===== config.mk =====
export PLATFORM = sky130hd
export DESIGN_NAME = cfm_fault_manager
export DESIGN_NICKNAME = d
export VERILOG_FILES = /design/src/cfm_pkg.sv /design/src/cfm_period_div.sv /design/src/cfm_ms_countdown.sv /design/src/cfm_fault_manager.sv
export SDC_FILE = /design/constraint.sdc
export NUM_CORES = 1
export LEC_CHECK = 0
export BUFFER_PORTS_ARGS = -buffer_cell sky130_fd_sc_hd__buf_2
export CAP_MARGIN = 0
export CORE_ASPECT_RATIO = 0.8
export CORE_MARGIN = 5
export CORE_UTILIZATION = 60
export CTS_BUF_LIST = sky130_fd_sc_hd__clkbuf_16
export CTS_CLUSTER_SIZE = 20
export DETAILED_ROUTE_END_ITERATION = 16
export PLACE_DENSITY = 0.82
export SYNTH_ARGS = -nofsm -noshare
export SYNTH_HDL_FRONTEND = slang
export SYNTH_SLANG_ARGS = --single-unit

===== constraint.sdc =====
create_clock -name core_clk -period 6.7 [get_ports core_clk]
set_clock_uncertainty 0.1 [all_clocks]
set_input_delay 0.335 -clock core_clk [delete_from_list [all_inputs] [get_ports core_clk]]
set_output_delay 0.335 -clock core_clk [all_outputs]
set_load 0.005 [all_outputs]

===== src/cfm_pkg.sv =====
// Shared constants, configuration and status carriers of the fault manager.
// Assumes a 200 MHz core clock; the core-cycle counts below derive from that rate.
package cfm_pkg;

  // Clock rate and derived cycle counts
  localparam int CLK_KHZ = 200000;
  localparam int CLK_PERIOD_PS = 5000;
  localparam int SAMPLE_NS = 75;
  localparam int SAMPLE_CYCLES = (SAMPLE_NS * 1000 + CLK_PERIOD_PS - 1) /
                                 CLK_PERIOD_PS;
  localparam int MS_CYCLES = CLK_KHZ;
  localparam int HICCUP_MS = 20;

  // Switching frequency range in kHz
  localparam logic [10:0] FREQ_MIN_KHZ = 11'h1f4;
  localparam logic [10:0] FREQ_MAX_KHZ = 11'h5dc;
  localparam int SET_SHIFT = 3;

  // Over-current sequencing
  localparam int OC_TOTAL_MAX = 8;
  localparam logic [1:0] OC_STEP_RUN = 2'h3;
  localparam logic [2:0] OC_RECOVER_RUN = 3'h4;
  localparam logic [1:0] STEP_MAX = 2'h3;
  localparam logic [7:0] DUTY_HALF = 8'h80;
  localparam logic [7:0] DUTY_QUARTER = 8'h40;
  localparam logic [7:0] DUTY_EIGHTH = 8'h20;

  // Temperature handling, degrees C
  localparam logic [8:0] TEMP_OFFSET = 9'h028;
  localparam logic [8:0] OT_HYST = 9'h019;
  localparam logic [7:0] OT_TRIP_DEFAULT = 8'h7d;

  // Over-temperature responses
  localparam logic [1:0] OT_IGNORE = 2'h0;
  localparam logic [1:0] OT_INHIBIT = 2'h1;
  localparam logic [1:0] OT_LATCH = 2'h2;

  // Settings held by the management side
  typedef struct packed {
    logic [10:0] freqKhz;
    logic busMode;
    logic opCtrl;
    logic opOn;
    logic softOff;
    logic [6:0] offDelayMs;
    logic [6:0] stopMs;
    logic [5:0] ocLimitA;
    logic ocLatch;
    logic [11:0] warnLimit;
    logic [7:0] otLimit;
    logic [1:0] otResp;
    logic [7:0] dutyNom;
  } cfm_cfg_type;

  // Readback flags
  typedef struct packed {
    logic ocWarn;
    logic ocFault;
    logic otFault;
    logic latched;
    logic softStop;
    logic [1:0] dutyStep;
  } cfm_status_type;

  typedef enum logic [5:0] {
    ST_OFF = 6'h01,
    ST_RUN = 6'h02,
    ST_DELAY = 6'h04,
    ST_SOFT = 6'h08,
    ST_HICCUP = 6'h10,
    ST_LATCHED = 6'h20
  } cfm_state_type;

endpackage


===== src/cfm_period_div.sv =====
// Free-running divider: switching period in core cycles from a kHz setting.
// Assumes the setting is already clamped to the supported range.
`timescale 1ns/10ps
module cfm_period_div #(
  parameter int DIVIDEND = 200000
) (
  // Clock and control
  input wire logic clk,
  input wire logic rstSync_n,
  input wire logic ce,
  // Divisor and result
  input wire logic [10:0] divisor,
  output logic [15:0] period
);
  localparam logic [17:0] DIVIDEND_W = 18'(DIVIDEND);
  logic [11:0] rem;
  logic [17:0] quo;
  logic [4:0] bitIdx;
  logic [11:0] trial;

  // Restoring division; a fresh result lands every 19 cycles
  assign trial = {rem[10:0], quo[17]};

  always_ff @(posedge clk or negedge rstSync_n) begin
    if (!rstSync_n) begin
      // Start a fresh division; period holds 400 until the first real quotient lands
      rem <= 12'h000;
      quo <= DIVIDEND_W;
      bitIdx <= 5'h12;
      period <= 16'h0190;
    end else if (ce) begin
      if (bitIdx == 5'h00) begin
        period <= quo[15:0];
        quo <= DIVIDEND_W;
        rem <= 12'h000;
        bitIdx <= 5'h12;
      end else if (trial >= {1'b0, divisor}) begin
        rem <= trial - {1'b0, divisor};
        quo <= {quo[16:0], 1'b1};
        bitIdx <= bitIdx - 5'h01;
      end else begin
        rem <= trial;
        quo <= {quo[16:0], 1'b0};
        bitIdx <= bitIdx - 5'h01;
      end
    end
  end
endmodule


===== src/cfm_ms_countdown.sv =====
// Millisecond countdown: loads a count, pulses done when it runs out.
// Assumes a one-cycle tick per millisecond from the caller.
`timescale 1ns/10ps
module cfm_ms_countdown #(
  parameter int W = 7
) (
  // Clock and control
  input wire logic clk,
  input wire logic rstSync_n,
  input wire logic ce,
  input wire logic tick,
  // Load and result
  input wire logic load,
  input wire logic [W-1:0] loadMs,
  output logic busy,
  output logic done
);
  logic [W-1:0] remaining;

  // First tick may come early, so a delay is short by under one ms
  always_ff @(posedge clk or negedge rstSync_n) begin
    if (!rstSync_n) begin
      remaining <= '0;
      busy <= 1'b0;
      done <= 1'b0;
    end else if (ce) begin
      done <= 1'b0;
      if (load) begin
        remaining <= loadMs;
        busy <= (loadMs != '0);
        done <= (loadMs == '0);
      end else if (busy && tick) begin
        remaining <= remaining - W'(1);
        if (remaining == W'(1)) begin
          busy <= 1'b0;
          done <= 1'b1;
        end
      end
    end
  end
endmodule


===== src/cfm_fault_manager.sv =====
// Converter fault manager: switching timing, shutdown sequencing,
// over-current and over-temperature protection, telemetry readback.
// Assumes comparator, enable and ADC inputs are synchronous to core_clk.
`timescale 1ns/10ps
//
// Contract
// - Switching frequency accepted anywhere between 500 kHz and 1.5 MHz.
// - Default: enable low turns both drivers off at once, no delay.
// - When configured, the operation command also shuts conversion down.
// - Bus mode with soft-off waits 0-127 ms turn-off delay first.
// - Bus mode soft-stop ramp lasts 1-127 ms in 1 ms steps.
// - Average current reported in sixteenths of an ampere.
// - Eight-bit current readback byte in quarter amperes.
// - Warning compares average current against the warning limit.
// - Current sampled about 75 ns from set pulse rise; pulse is period/8.
// - High-side on-pulse starts at the set pulse falling edge.
// - Eight tripped cycles total enter hiccup, conversion off 20 ms.
// - After hiccup, clear state and restart; repeat while overload lasts.
// - Fault threshold programmable 16-56 A, others accepted too.
// - Fault response: eight limited cycles then latch or hiccup.
// - Three consecutive trips halve duty limit down to 0.125.
// - No duty reduction if running below 0.125 at onset.
// - Four consecutive clear cycles double the limit back to nominal.
// - Temperature byte in degrees, true value is byte plus 40.
// - Above 125 degrees conversion stops, restarting when cooled.
// - Thermal trip and restart points differ by 25 degrees.
// - Thermal limit and response programmable: ignore, inhibit, latch.
module cfm_fault_manager #(
  parameter int MS_CYCLES = cfm_pkg::MS_CYCLES,
  parameter int OC_TOTAL_MAX = cfm_pkg::OC_TOTAL_MAX
) (
  // Clock, reset, enable
  input wire logic core_clk,
  input wire logic rst_n,
  input wire logic ce,
  // Settings and control pins
  input wire cfm_pkg::cfm_cfg_type cfg,
  input wire logic enPin,
  input wire logic ocCompIn,
  // Telemetry inputs
  input wire logic [11:0] iAvg,
  input wire logic [7:0] tempCode,
  // Drivers
  output logic hsDrive,
  output logic lsDrive,
  output logic convEn,
  output logic setPulse,
  // Comparator threshold and readback
  output logic [5:0] ocThresholdA,
  output logic [11:0] readIout,
  output logic [7:0] currentReadbackByte,
  output logic [7:0] dieHeatReadout,
  output logic [8:0] dieHeatReportCommand,
  output cfm_pkg::cfm_status_type status
);
  localparam logic [15:0] SAMPLE_LEN = 16'(cfm_pkg::SAMPLE_CYCLES);
  localparam logic [17:0] MS_LAST = 18'(MS_CYCLES - 1);
  localparam logic [3:0] TOTAL_MAX = 4'(OC_TOTAL_MAX);

  logic [1:0] rstPipe;
  logic rstSync_n;
  cfm_pkg::cfm_state_type state;
  cfm_pkg::cfm_state_type next_state;
  logic [10:0] freqClamped;
  logic [15:0] periodCalc;
  logic [15:0] period;
  logic [15:0] phase;
  logic [15:0] setLen;
  logic [15:0] onCycles;
  logic [23:0] onProduct;
  logic [7:0] dutyEff;
  logic [7:0] dutyCap;
  logic cycleEnd;
  logic switching;
  logic killNow;
  logic next_hs;
  logic next_ls;
  logic ocSeen;
  logic [3:0] ocTotal;
  logic [1:0] overRun;
  logic [2:0] underRun;
  logic [1:0] dutyStep;
  logic reduceOk;
  logic clearOc;
  logic [17:0] msCount;
  logic msTick;
  logic wantOn;
  logic softPath;
  logic [8:0] tempC;
  logic otHot;
  logic otTrip;
  logic ocDone;
  logic seqLoad;
  logic [6:0] seqMs;
  logic seqDone;
  logic hicLoad;
  logic hicDone;

  // Reset release through two flops
  always_ff @(posedge core_clk or negedge rst_n) begin
    if (!rst_n) begin
      rstPipe <= 2'h0;
    end else begin
      rstPipe <= {rstPipe[0], 1'b1};
    end
  end
  assign rstSync_n = rstPipe[1];

  // Settings outside the range are clamped to its edges
  always_comb begin
    if (cfg.freqKhz < cfm_pkg::FREQ_MIN_KHZ) begin
      freqClamped = cfm_pkg::FREQ_MIN_KHZ;
    end else if (cfg.freqKhz > cfm_pkg::FREQ_MAX_KHZ) begin
      freqClamped = cfm_pkg::FREQ_MAX_KHZ;
    end else begin
      freqClamped = cfg.freqKhz;
    end
  end

  cfm_period_div #(
    .DIVIDEND(cfm_pkg::CLK_KHZ)
  ) u_div (
    .clk(core_clk),
    .rstSync_n(rstSync_n),
    .ce(ce),
    .divisor(freqClamped),
    .period(periodCalc)
  );

  // Millisecond tick shared by all timers
  always_ff @(posedge core_clk or negedge rstSync_n) begin
    if (!rstSync_n) begin
      msCount <= 18'h00000;
      msTick <= 1'b0;
    end else if (ce) begin
      msTick <= (msCount == MS_LAST);
      msCount <= (msCount == MS_LAST) ? 18'h00000 : msCount + 18'h00001;
    end
  end

  // Conversion request: pin, optionally gated by the operation command
  assign wantOn = enPin && (!cfg.opCtrl || cfg.opOn);
  assign softPath = cfg.busMode && cfg.softOff;

  // Temperature with offset and hysteresis
  assign tempC = {1'b0, tempCode} + cfm_pkg::TEMP_OFFSET;
  always_ff @(posedge core_clk or negedge rstSync_n) begin
    if (!rstSync_n) begin
      otHot <= 1'b0;
    end else if (ce) begin
      if (tempC > {1'b0, cfg.otLimit}) begin
        otHot <= 1'b1;
      end else if (tempC < {1'b0, cfg.otLimit} - cfm_pkg::OT_HYST) begin
        otHot <= 1'b0;
      end
    end
  end
  assign otTrip = otHot && (cfg.otResp != cfm_pkg::OT_IGNORE);
  assign ocDone = (ocTotal >= TOTAL_MAX);

  // Sequencing: turn-off delay then soft stop share one timer
  always_comb begin
    next_state = state;
    seqLoad = 1'b0;
    seqMs = cfg.offDelayMs;
    hicLoad = 1'b0;
    case (state)
      cfm_pkg::ST_OFF: begin
        if (wantOn && !otTrip) begin
          next_state = cfm_pkg::ST_RUN;
        end
      end
      cfm_pkg::ST_RUN: begin
        if (otTrip) begin
          next_state = (cfg.otResp == cfm_pkg::OT_LATCH) ?
                       cfm_pkg::ST_LATCHED : cfm_pkg::ST_OFF;
        end else if (!wantOn) begin
          if (softPath) begin
            next_state = cfm_pkg::ST_DELAY;
            seqLoad = 1'b1;
          end else begin
            next_state = cfm_pkg::ST_OFF;
          end
        end else if (ocDone) begin
          if (cfg.ocLatch) begin
            next_state = cfm_pkg::ST_LATCHED;
          end else begin
            next_state = cfm_pkg::ST_HICCUP;
            hicLoad = 1'b1;
          end
        end
      end
      cfm_pkg::ST_DELAY: begin
        if (otTrip) begin
          next_state = cfm_pkg::ST_OFF;
        end else if (seqDone) begin
          next_state = cfm_pkg::ST_SOFT;
          seqLoad = 1'b1;
          seqMs = (cfg.stopMs == 7'h00) ? 7'h01 : cfg.stopMs;
        end
      end
      cfm_pkg::ST_SOFT: begin
        if (otTrip || seqDone) begin
          next_state = cfm_pkg::ST_OFF;
        end
      end
      cfm_pkg::ST_HICCUP: begin
        if (hicDone) begin
          next_state = wantOn ? cfm_pkg::ST_RUN : cfm_pkg::ST_OFF;
        end
      end
      cfm_pkg::ST_LATCHED: begin
        if (!wantOn) begin
          next_state = cfm_pkg::ST_OFF;
        end
      end
      default: begin
        next_state = cfm_pkg::ST_OFF;
      end
    endcase
  end

  // State register
  always_ff @(posedge core_clk or negedge rstSync_n) begin
    if (!rstSync_n) begin
      state <= cfm_pkg::ST_OFF;
    end else if (ce) begin
      state <= next_state;
    end
  end

  cfm_ms_countdown #(
    .W(7)
  ) u_seq (
    .clk(core_clk),
    .rstSync_n(rstSync_n),
    .ce(ce),
    .tick(msTick),
    .load(seqLoad),
    .loadMs(seqMs),
    .busy(),
    .done(seqDone)
  );

  cfm_ms_countdown #(
    .W(5)
  ) u_hiccup (
    .clk(core_clk),
    .rstSync_n(rstSync_n),
    .ce(ce),
    .tick(msTick),
    .load(hicLoad),
    .loadMs(5'(cfm_pkg::HICCUP_MS)),
    .busy(),
    .done(hicDone)
  );

  // Switching runs through the delay and soft stop so output holds
  assign switching = (state == cfm_pkg::ST_RUN) ||
                     (state == cfm_pkg::ST_DELAY) ||
                     (state == cfm_pkg::ST_SOFT);
  // Drivers drop in the same cycle that the state machine leaves
  assign killNow = switching && !(next_state == cfm_pkg::ST_RUN ||
                   next_state == cfm_pkg::ST_DELAY ||
                   next_state == cfm_pkg::ST_SOFT);
  assign cycleEnd = switching && (phase >= period - 16'h0001);

  // Phase counter; new period taken only at a cycle boundary or while not switching
  always_ff @(posedge core_clk or negedge rstSync_n) begin
    if (!rstSync_n) begin
      phase <= 16'h0000;
      period <= 16'h0190;
    end else if (ce) begin
      if (!switching || cycleEnd) begin
        phase <= 16'h0000;
        period <= periodCalc;
      end else begin
        phase <= phase + 16'h0001;
      end
    end
  end

  // Duty limit ladder; step 0 means nominal
  always_comb begin
    case (dutyStep)
      2'h1: dutyCap = cfm_pkg::DUTY_HALF;
      2'h2: dutyCap = cfm_pkg::DUTY_QUARTER;
      2'h3: dutyCap = cfm_pkg::DUTY_EIGHTH;
      default: dutyCap = 8'hff;
    endcase
    dutyEff = (cfg.dutyNom < dutyCap) ? cfg.dutyNom : dutyCap;
  end
  assign setLen = period >> cfm_pkg::SET_SHIFT;
  assign onProduct = period * {8'h00, dutyEff};
  assign onCycles = onProduct[23:8];

  // High side begins when the set pulse ends
  always_comb begin
    next_hs = switching && !killNow && (phase >= setLen) &&
              (phase < setLen + onCycles);
    next_ls = switching && !killNow && !next_hs;
  end

  // Registered drivers and enable
  always_ff @(posedge core_clk or negedge rstSync_n) begin
    if (!rstSync_n) begin
      hsDrive <= 1'b0;
      lsDrive <= 1'b0;
      convEn <= 1'b0;
      setPulse <= 1'b0;
    end else if (ce) begin
      hsDrive <= next_hs;
      lsDrive <= next_ls;
      convEn <= switching && !killNow;
      setPulse <= switching && !killNow && (phase < setLen);
    end
  end

  // Valley sample window opens at the set pulse rise
  always_ff @(posedge core_clk or negedge rstSync_n) begin
    if (!rstSync_n) begin
      ocSeen <= 1'b0;
    end else if (ce) begin
      if (!switching || cycleEnd) begin
        ocSeen <= 1'b0;
      end else if (phase < SAMPLE_LEN && ocCompIn) begin
        ocSeen <= 1'b1;
      end
    end
  end

  // Counters cleared on hiccup entry and on any stop
  assign clearOc = !switching || killNow;

  // Per-cycle trip bookkeeping
  always_ff @(posedge core_clk or negedge rstSync_n) begin
    if (!rstSync_n) begin
      ocTotal <= 4'h0;
      overRun <= 2'h0;
      underRun <= 3'h0;
      dutyStep <= 2'h0;
      reduceOk <= 1'b0;
    end else if (ce) begin
      if (clearOc) begin
        ocTotal <= 4'h0;
        overRun <= 2'h0;
        underRun <= 3'h0;
        dutyStep <= 2'h0;
        reduceOk <= 1'b0;
      end else if (cycleEnd && ocSeen) begin
        underRun <= 3'h0;
        if (ocTotal < TOTAL_MAX) begin
          ocTotal <= ocTotal + 4'h1;
        end
        if (dutyStep == 2'h0 && overRun == 2'h0) begin
          reduceOk <= (cfg.dutyNom >= cfm_pkg::DUTY_EIGHTH);
        end
        if (overRun == cfm_pkg::OC_STEP_RUN - 2'h1) begin
          overRun <= 2'h0;
          if (reduceOk && dutyStep < cfm_pkg::STEP_MAX) begin
            dutyStep <= dutyStep + 2'h1;
          end
        end else begin
          overRun <= overRun + 2'h1;
        end
      end else if (cycleEnd) begin
        overRun <= 2'h0;
        if (underRun == cfm_pkg::OC_RECOVER_RUN - 3'h1) begin
          underRun <= 3'h0;
          if (dutyStep != 2'h0) begin
            dutyStep <= dutyStep - 2'h1;
          end
        end else begin
          underRun <= underRun + 3'h1;
        end
      end
    end
  end

  // Telemetry readback and status
  always_ff @(posedge core_clk or negedge rstSync_n) begin
    if (!rstSync_n) begin
      readIout <= 12'h000;
      currentReadbackByte <= 8'h00;
      dieHeatReadout <= 8'h00;
      dieHeatReportCommand <= 9'h000;
      ocThresholdA <= 6'h00;
      status <= '0;
    end else if (ce) begin
      readIout <= iAvg;
      // Quarter-amp byte saturates rather than wrapping on big loads
      currentReadbackByte <= (iAvg[11:10] != 2'h0) ? 8'hff :
                             iAvg[9:2];
      dieHeatReadout <= tempCode;
      dieHeatReportCommand <= tempC;
      // Any limit is passed on; accuracy is best on 4 A steps 16-56 A
      ocThresholdA <= cfg.ocLimitA;
      status.ocWarn <= (iAvg > cfg.warnLimit);
      status.ocFault <= ocDone;
      status.otFault <= otHot;
      status.latched <= (next_state == cfm_pkg::ST_LATCHED);
      status.softStop <= (next_state == cfm_pkg::ST_SOFT);
      status.dutyStep <= dutyStep;
    end
  end

  // Immediate stop in default mode
  enable_off_a: assert property (@(posedge core_clk) disable iff (!rstSync_n)
    ce && state == cfm_pkg::ST_RUN && !wantOn && !softPath && !otTrip
    |=> !hsDrive && !lsDrive && !convEn)
    else $error("drivers still on after enable drop");

  // No high side while the set pulse is up
  hs_after_set_a: assert property (@(posedge core_clk)
    disable iff (!rstSync_n)
    hsDrive |-> !setPulse && !lsDrive)
    else $error("high side overlaps set pulse or low side");

  // Eight trips end the run
  oc_limit_a: assert property (@(posedge core_clk) disable iff (!rstSync_n)
    ce && state == cfm_pkg::ST_RUN && ocDone && wantOn && !otTrip
    |=> state == cfm_pkg::ST_HICCUP || state == cfm_pkg::ST_LATCHED)
    else $error("over-current total did not stop conversion");

  // Hiccup holds conversion off with counters cleared
  hiccup_off_a: assert property (@(posedge core_clk)
    disable iff (!rstSync_n)
    state == cfm_pkg::ST_HICCUP && $past(state) == cfm_pkg::ST_HICCUP
    |-> !convEn && ocTotal == 4'h0 && dutyStep == 2'h0)
    else $error("hiccup left conversion or counters active");

  // Duty step rises only on the third consecutive trip
  step_down_a: assert property (@(posedge core_clk)
    disable iff (!rstSync_n)
    ce && dutyStep != 2'h3 && !clearOc ##1 dutyStep == $past(dutyStep) + 2'h1
    |-> $past(overRun) == 2'h2 && $past(ocSeen) && $past(cycleEnd))
    else $error("duty step without three trips");

  // Duty step falls only after four clear cycles
  step_up_a: assert property (@(posedge core_clk) disable iff (!rstSync_n)
    ce && dutyStep != 2'h0 && !clearOc ##1 dutyStep == $past(dutyStep) - 2'h1
    |-> $past(underRun) == 3'h3 && !$past(ocSeen))
    else $error("duty restored without four clear cycles");

  // Thermal restart only below the hysteresis point
  ot_hyst_a: assert property (@(posedge core_clk) disable iff (!rstSync_n)
    $fell(otHot) |-> $past(tempC) < {1'b0, $past(cfg.otLimit)} - 9'h019)
    else $error("thermal flag cleared inside hysteresis");

  // Latched state survives while conversion is still requested
  latch_hold_a: assert property (@(posedge core_clk)
    disable iff (!rstSync_n)
    ce && state == cfm_pkg::ST_LATCHED && wantOn
    |=> state == cfm_pkg::ST_LATCHED && !convEn)
    else $error("latched shutdown released without off cycle");

  // Quarter-amp byte follows the average current
  current_byte_a: assert property (@(posedge core_clk)
    disable iff (!rstSync_n)
    ce && iAvg < 12'h400 |=> currentReadbackByte == $past(iAvg[9:2]))
    else $error("current byte mismatch");

endmodule


==> results.md, run 1 <==
- Failing checks: setup timing
- WS Path Type: reg2reg
- Hold Path End: ocThresholdA[2]$_DFFE_PN0P_
- Sequential area share after synthesis: 30.6%
- Post-synthesis register bit count: 190
- Die footprint: 29300 um^2
- Port Buffers: 144
- Netlist cell types: 73
- Final Wtd Congestion: 0.927
- Ratio of cells with drive above 1 in the final layout: 25.6%
- Area leader, netlist: dfrtp_1
- Initial DRC count: 1412
- Io pins: 145
- Filler cells: 1613
- Peak supply drop: 755 uV
- Pins over their slew limit: 0
- Most numerous cell in the Yosys netlist: dfrtp_1
- Core area: 25400 um^2
- Post-synth EDFFs: 0
- Clock transition at path regs: 0.08 ns
- Clock net sink count: 190
- Most used cell, CP: buf_4
- Mapped Area: 15600 um^2
- TritonCTS clock tree: yes
- Pin count of the biggest net entering global routing: 94
- Data required, critical path: 6.92 ns
- Pwr/cell area: 603 nW/um^2
- Primary FF master, synth: dfrtp_1
- Cell area after layout: 19000 um^2
- Syn Inst Count: 1680
- Max Cap Viol: 0
- Fin crit period: 8.80 ns
- Slowest CP cell: fa_1
- Vias in the first global route: 14500
- Starting Density: 61.3%
- Clock latency on the worst-skew pair: 0.45 ns
- Top post-synthesis cells by area: dfrtp_1, ha_1, fa_1
- Remaining Overflow, GRT: 0
- Worst R2R End: lsDrive$_DFFE_PN0P_
- Most instantiated cells after synthesis: dfrtp_1, nor2_1, inv_1
- Fin. Hold Viols: 0
- Die span in y: 154 um
- Max H-tree Level: 4
- Slowest stage delay, CP: 0.54 ns
- Post-Syn Area per Cell: 9.29 um^2
- RSZ-0062 raised after global routing: yes
- Ant. Diodes: 0
- Final Routed Wirelength: 42.9 mm
- Max Root-Sink Buffers: 2
- Startpoint types: flop
- Share of the synthesized area in the top cell type: 28.1%
- Slew Limit Headroom: 25.4%
- Setup WS post-layout: -2.10 ns
- Least-Margin Pin Slew: 1.11 ns
- All-Layer GR Usage: 29.3%
- Die X: 190 um
- Routed WL per cell: 18.4 um
- Crit path depth: 44
- Dpl cell area: 17900 um^2
- Crit path max fanout: 11
- R2R cell count: 44
- Row Count: 52
- Post-layout net count: 2314
- Worst Hold Class: in2reg
- Bufs and invs on worst path: 16
- Synth async-reset ratio: 100%
- Reg2Reg Setup Slack: -2.10 ns
- Synth-to-Final Area Change: 21.9%
- Outcome: complete, but fails checks
- Leakage: 9.54 nW
- Yosys Warn Count: 0
- CP arrival: 9.02 ns
- Final core occ: 74.7%
- Mapped Nets: 2023
- Hold path cells: 2
- CTS Root Cell: clkbuf_16
- Initial antenna violation count: 1
- Crit path capture type: flop
- Design Power: 11.5 mW
- DRC: 0
- Final antenna-violating net count: 0
- Min-delay src: cfg[33]
- Initial DRT Pass Iterations: 7
- FMAX: 114 MHz
- DR vias: 13900
- Post-DP HPWL: 31.9 mm
- Top delay family on crit path: adder cells
- CTS buffer count: 17
- Setup violators final: 2
- Final period util: 131%
- Via density: 5.94
- First-pass GRT wire length: 71.4 mm
- R2r startpoint: dutyStep[0]$_DFFE_PN0P_
[how the worst max path moves through the flow]
stage	start	end	slack, ns
after global placement	dutyStep[1]$_DFFE_PN0P_	lsDrive$_DFFE_PN0P_	-1.76
final	dutyStep[0]$_DFFE_PN0P_	lsDrive$_DFFE_PN0P_	-2.10
after floorplan	dutyStep[1]$_DFFE_PN0P_	lsDrive$_DFFE_PN0P_	-1.70
after global routing	dutyStep[1]$_DFFE_PN0P_	lsDrive$_DFFE_PN0P_	-2.52
after CTS	dutyStep[0]$_DFFE_PN0P_	lsDrive$_DFFE_PN0P_	-1.97
after detailed placement	dutyStep[1]$_DFFE_PN0P_	lsDrive$_DFFE_PN0P_	-1.99
[worst reg2reg max path, delay by kind of cell, from the launching register on]
| family | cells | cell delay [ns] |
|---|---|---|
| AND/OR/NAND/NOR | 6 | 0.49 |
| buffers and inverters | 16 | 1.92 |
| adder cells (fa/ha/maj) | 9 | 3.31 |
| flip-flops | 1 | 0.39 |
| AO/OA/AOI/OAI | 11 | 2.01 |
| XOR/XNOR | 2 | 0.47 |
[layout by cell type (no fill, tap or decap), drive strengths merged, types with 17 or more instances in the layout]
cell type  Yosys  layout
a21o          40      40
a21oi         69      69
a22o          17      17
and2          38      38
buf           11     320
clkbuf        38      17
dfrtp        175     175
fa            85      85
ha           167     167
inv          170     178
mux2          57      57
mux2i         17      17
nand2        140     140
nand2b        20      20
nand3         30      30
nand4         34      34
nor2         173     173
nor2b         27      27
nor3          23      23
o21ai        103     103
xnor2         60      60
xor2          24      24
[cell type report]
type                            instances  area (um^2)  area share, %
Multi-Input combinational cell       1264        10400           54.5
Sequential cell                       190         4780           25.1
Inverter                              177          667           3.51
Tap cell                              351          439           2.31
Timing Repair Buffer                  321         2090           11.0
Clock inverter                         15          240           1.26
Clock buffer                           17          425           2.24
[state kept, by name, indices dropped and copies added (netlist names), 5 cells and up]
name / cells
readIout: 12
u_div.quo: 18
msCount: 18
dieHeatReadout: 8
u_div.bitIdx: 5
u_seq.remaining: 7
u_hiccup.remaining: 5
ocThresholdA: 6
u_div.rem: 11
u_div.period: 16
period: 16
currentReadbackByte: 8
status: 7
dieHeatReportCommand: 6
phase: 16
state: 6
[power by group]
group | total (mW) | internal [mW] | switching (mW)
clock | 1.14 | 0.618 | 0.521
combinational | 8.74 | 4.39 | 4.35
sequential | 1.59 | 1.38 | 0.210
total | 11.5 | 6.39 | 5.08
[cell families after synthesis]
kind of cell | share of synthesized area, %
multiplexers | 5.20
XOR/XNOR | 4.76
buffers and inverters | 5.51
flip-flops | 30.6
AO/OA/AOI/OAI | 13.0
adder cells (fa/ha/maj) | 24.3
other | 0.0240
AND/OR/NAND/NOR | 16.6
[per-stage QoR]
step	hold WS (ns)	setup slack, ns	cells	TNS, ns
3_3_place_gp	0.0223	-1.76	2271	-3.43
6_report	0.0187	-2.10	2335	-4.09
4_1_cts	0.0173	-1.97	2320	-3.83
5_1_grt	0.0385	-2.52	2335	-4.94
3_5_place_dp	0.0254	-1.99	2271	-3.91
2_1_floorplan	-0.0606	-1.70	1680	-3.30
[timing repair]
item                                    CTS  global route
endpoints found under the hold margin     2             0
pin swaps                                34            30
setup buffers                            16            15
hold buffers                              1             0
gates resized for setup                  28            24
endpoints found under the setup margin    2             2
[layer usage]
layer | track usage, % | up-vias | part of all wire, %
li1 | - | 6305 | -
met1 | 38.3 | 6725 | 40
met2 | 48.7 | 694 | 48
met4 | 8.68 | 2 | 3.1
met5 | 0 | - | 0.030
met3 | 7.28 | 141 | 9.0
Note: power is estimated with default switching activity, not from simulation.
==> run 2, diff against run 1 <==
- SYNTH_HIERARCHICAL: unset -> 1
==> run 2 against run 1 <==
Effect of this change:
- highest routed layer is now met4
- sequential cell count is the same
- the run still ends with setup timing left
- global-route usage shrank 0.50 points
- design area grew 2.8%
- via count grew 1.8%
- largest power group unchanged
- clock power is essentially flat
==> results.md, run 2 <==
- Final period util: 135%
- Yosys Warn Count: 6
- Post-synth EDFFs: 0
- Cell area after layout: 19500 um^2
- Initial DRC count: 1190
- Placement Setup Slack: -2.61 ns
- Clock latency on the worst-skew pair: 0.44 ns
- Netlist cell types: 89
- Row Count: 53
- Clock net sink count: 190
- Ant. Diodes: 0
- Worst setup startpoint: dutyStep[0]$_DFFE_PN0P_
- Top delay family on crit path: adder cells
- Primary FF master, synth: dfrtp_1
- Syn Inst Count: 1722
- Port Buffers: 144
- Die span in y: 157 um
- Worst Hold Class: in2reg
- Core area: 26400 um^2
- Synth async-reset ratio: 100%
- Share of the synthesized area in the top cell type: 27.2%
- CP arrival: 9.27 ns
- Dpl cell area: 18500 um^2
- Commonest non-fill, non-tap cell in the layout: inv_1
- Final antenna-violating net count: 0
- Slew Limit Headroom: 15.0%
- Ratio of cells with drive above 1 in the final layout: 26.9%
- First-pass GRT wire length: 72.4 mm
- Max H-tree Level: 4
- Slowest stage delay, CP: 0.51 ns
- Io pins: 145
- Routed WL per cell: 18.5 um
- Max Cap Viol: 0
- Leakage: 9.77 nW
- Least-Margin Pin Slew: 1.27 ns
- Setup violators final: 2
- Biggest regs: msCount x18, u_div/quo x18
- DR vias: 14100
- Pin count of the biggest net entering global routing: 83
- R2r startpoint: dutyStep[0]$_DFFE_PN0P_
- Via density: 5.90
- CP endpoint: lsDrive$_DFFE_PN0P_
- Remaining Overflow, GRT: 0
- Die footprint: 30300 um^2
- Pwr/cell area: 621 nW/um^2
- Design Power: 12.1 mW
- Reg2Reg Setup Slack: -2.35 ns
- Outcome: complete, but fails checks
- Post-layout net count: 2366
- Post-DP HPWL: 33.1 mm
- TritonCTS clock tree: yes
- FMAX: 111 MHz
- Slowest CP cell: fa_1
- Vias in the first global route: 14600
- Pins over their slew limit: 0
- Initial DRT Pass Iterations: 5
- Final Wtd Congestion: 0.938
- Peak supply drop: 1370 uV
- Bufs and invs on worst path: 6
- Area leader, netlist: dfrtp_1
- Clock transition at path regs: 0.09 ns
- Max Root-Sink Buffers: 2
- Crit path depth: 41
- Most frequent cells in the layout: inv_1, dfrtp_1, buf_4, nor2_1, ha_1
- Startpoint types: flop
- Worst R2R End: lsDrive$_DFFE_PN0P_
- WS Path Type: reg2reg
- Mapped Area: 16100 um^2
- Filler cells: 1849
- Crit path capture type: flop
- Sequential area share after synthesis: 29.6%
- Starting Density: 61.1%
- Most numerous cell in the Yosys netlist: inv_1
- Final Routed Wirelength: 44.4 mm
- Crit path max fanout: 5
- All-Layer GR Usage: 28.8%
- Post-synthesis register bit count: 190
- Fin. Hold Viols: 0
- Top post-synthesis cells by area: dfrtp_1, ha_1, fa_1
- Fin crit period: 9.05 ns
- Setup TNS: -4.62 ns
- Failing checks: setup timing
- Initial antenna violation count: 0
- Die X: 193 um
- Most instantiated cells after synthesis: inv_1, dfrtp_1, ha_1
- DRC: 0
- CTS Root Cell: clkbuf_16
- Post-Syn Area per Cell: 9.36 um^2
- R2R cell count: 41
- Data required, critical path: 6.93 ns
- CTS buffer count: 17
- Synth-to-Final Area Change: 21.3%
- RSZ-0062 raised after global routing: yes
- Setup WS post-layout: -2.35 ns
## run 2: cell count changes after synthesis, sizes merged, moves of 10 or more
cell / delta
o21ai: -38
inv: +20
nand2: -19
a21oi: +16
mux2: +16
nand4: -11
nor2b: -11
o211ai: +11
a31oi: +10
## run 2: worst min path at each step
stage / start / to / slack, ns / cells after the start
6_report: cfg[36] / ocThresholdA[5]$_DFFE_PN0P_ / 0.02 / 2
5_1_grt: cfg[36] / ocThresholdA[5]$_DFFE_PN0P_ / 0.01 / 2
4_1_cts: cfg[36] / ocThresholdA[5]$_DFFE_PN0P_ / 0.02 / 2
3_5_place_dp: rst_n / rstPipe[0]$_DFF_PN0_ / 0.03 / 1
3_3_place_gp: rst_n / rstPipe[0]$_DFF_PN0_ / 0.02 / 1
2_1_floorplan: rst_n / rstPipe[0]$_DFF_PN0_ / -0.06 / 0
## run 2: what timing repair did
item	4_1_cts	5_1_grt
pin swaps	32	25
hold endpoints to repair	2	0
endpoints found under the setup margin	2	2
cloned	1	0
gates resized for setup	26	35
buffers inserted	11	6
hold buffers	1	0
## run 2: power by group
group	leakage [nW]	internal [mW]	switching (mW)	total, mW
registers	2.36	1.37	0.214	1.59
logic	7.10	4.43	5.01	9.44
clock network	0.312	0.535	0.572	1.11
## run 2: logic make-up after synthesis
family / after synthesis / synth area share, %
and+or+nand+nor: 532 / 16.2
AOI/OAI and AO/OA: 333 / 14.2
adders and majority gates: 253 / 23.6
buffers and inverters: 244 / 5.92
DFF: 190 / 29.6
muxes: 85 / 5.85
xor gates and xnor gates: 83 / 4.51
other: 2 / 0.0466
## run 2: final cells by class
class | count | area, um^2 | area share, %
Tap cell | 357 | 447 | 2.29
Sequential cell | 190 | 4780 | 24.4
Clock inverter | 15 | 223 | 1.14
Timing Repair Buffer | 322 | 2100 | 10.7
Inverter | 195 | 737 | 3.77
Multi-Input combinational cell | 1297 | 10800 | 55.5
Clock buffer | 17 | 425 | 2.18
## run 2: metal layers
metal / global-route usage (%) / part of all wire [%] / up-vias
met2: 48.8 / 48 / 503
met4: 8.26 / 2.4 / 0
met5: 0 / 0 / -
met3: 4.11 / 6.3 / 92
li1: - / - / 6546
met1: 39.2 / 43 / 6975
## run 2: metrics by stage
step                      std cells  hold slack (ns)  util [%]
after detailed placement       2342           0.0295      70.0
after floorplan                1731          -0.0606         -
after global routing           2393           0.0118      74.1
after CTS                      2387           0.0160      73.2
final                          2393           0.0231      74.1
after global placement         2342           0.0221      70.0
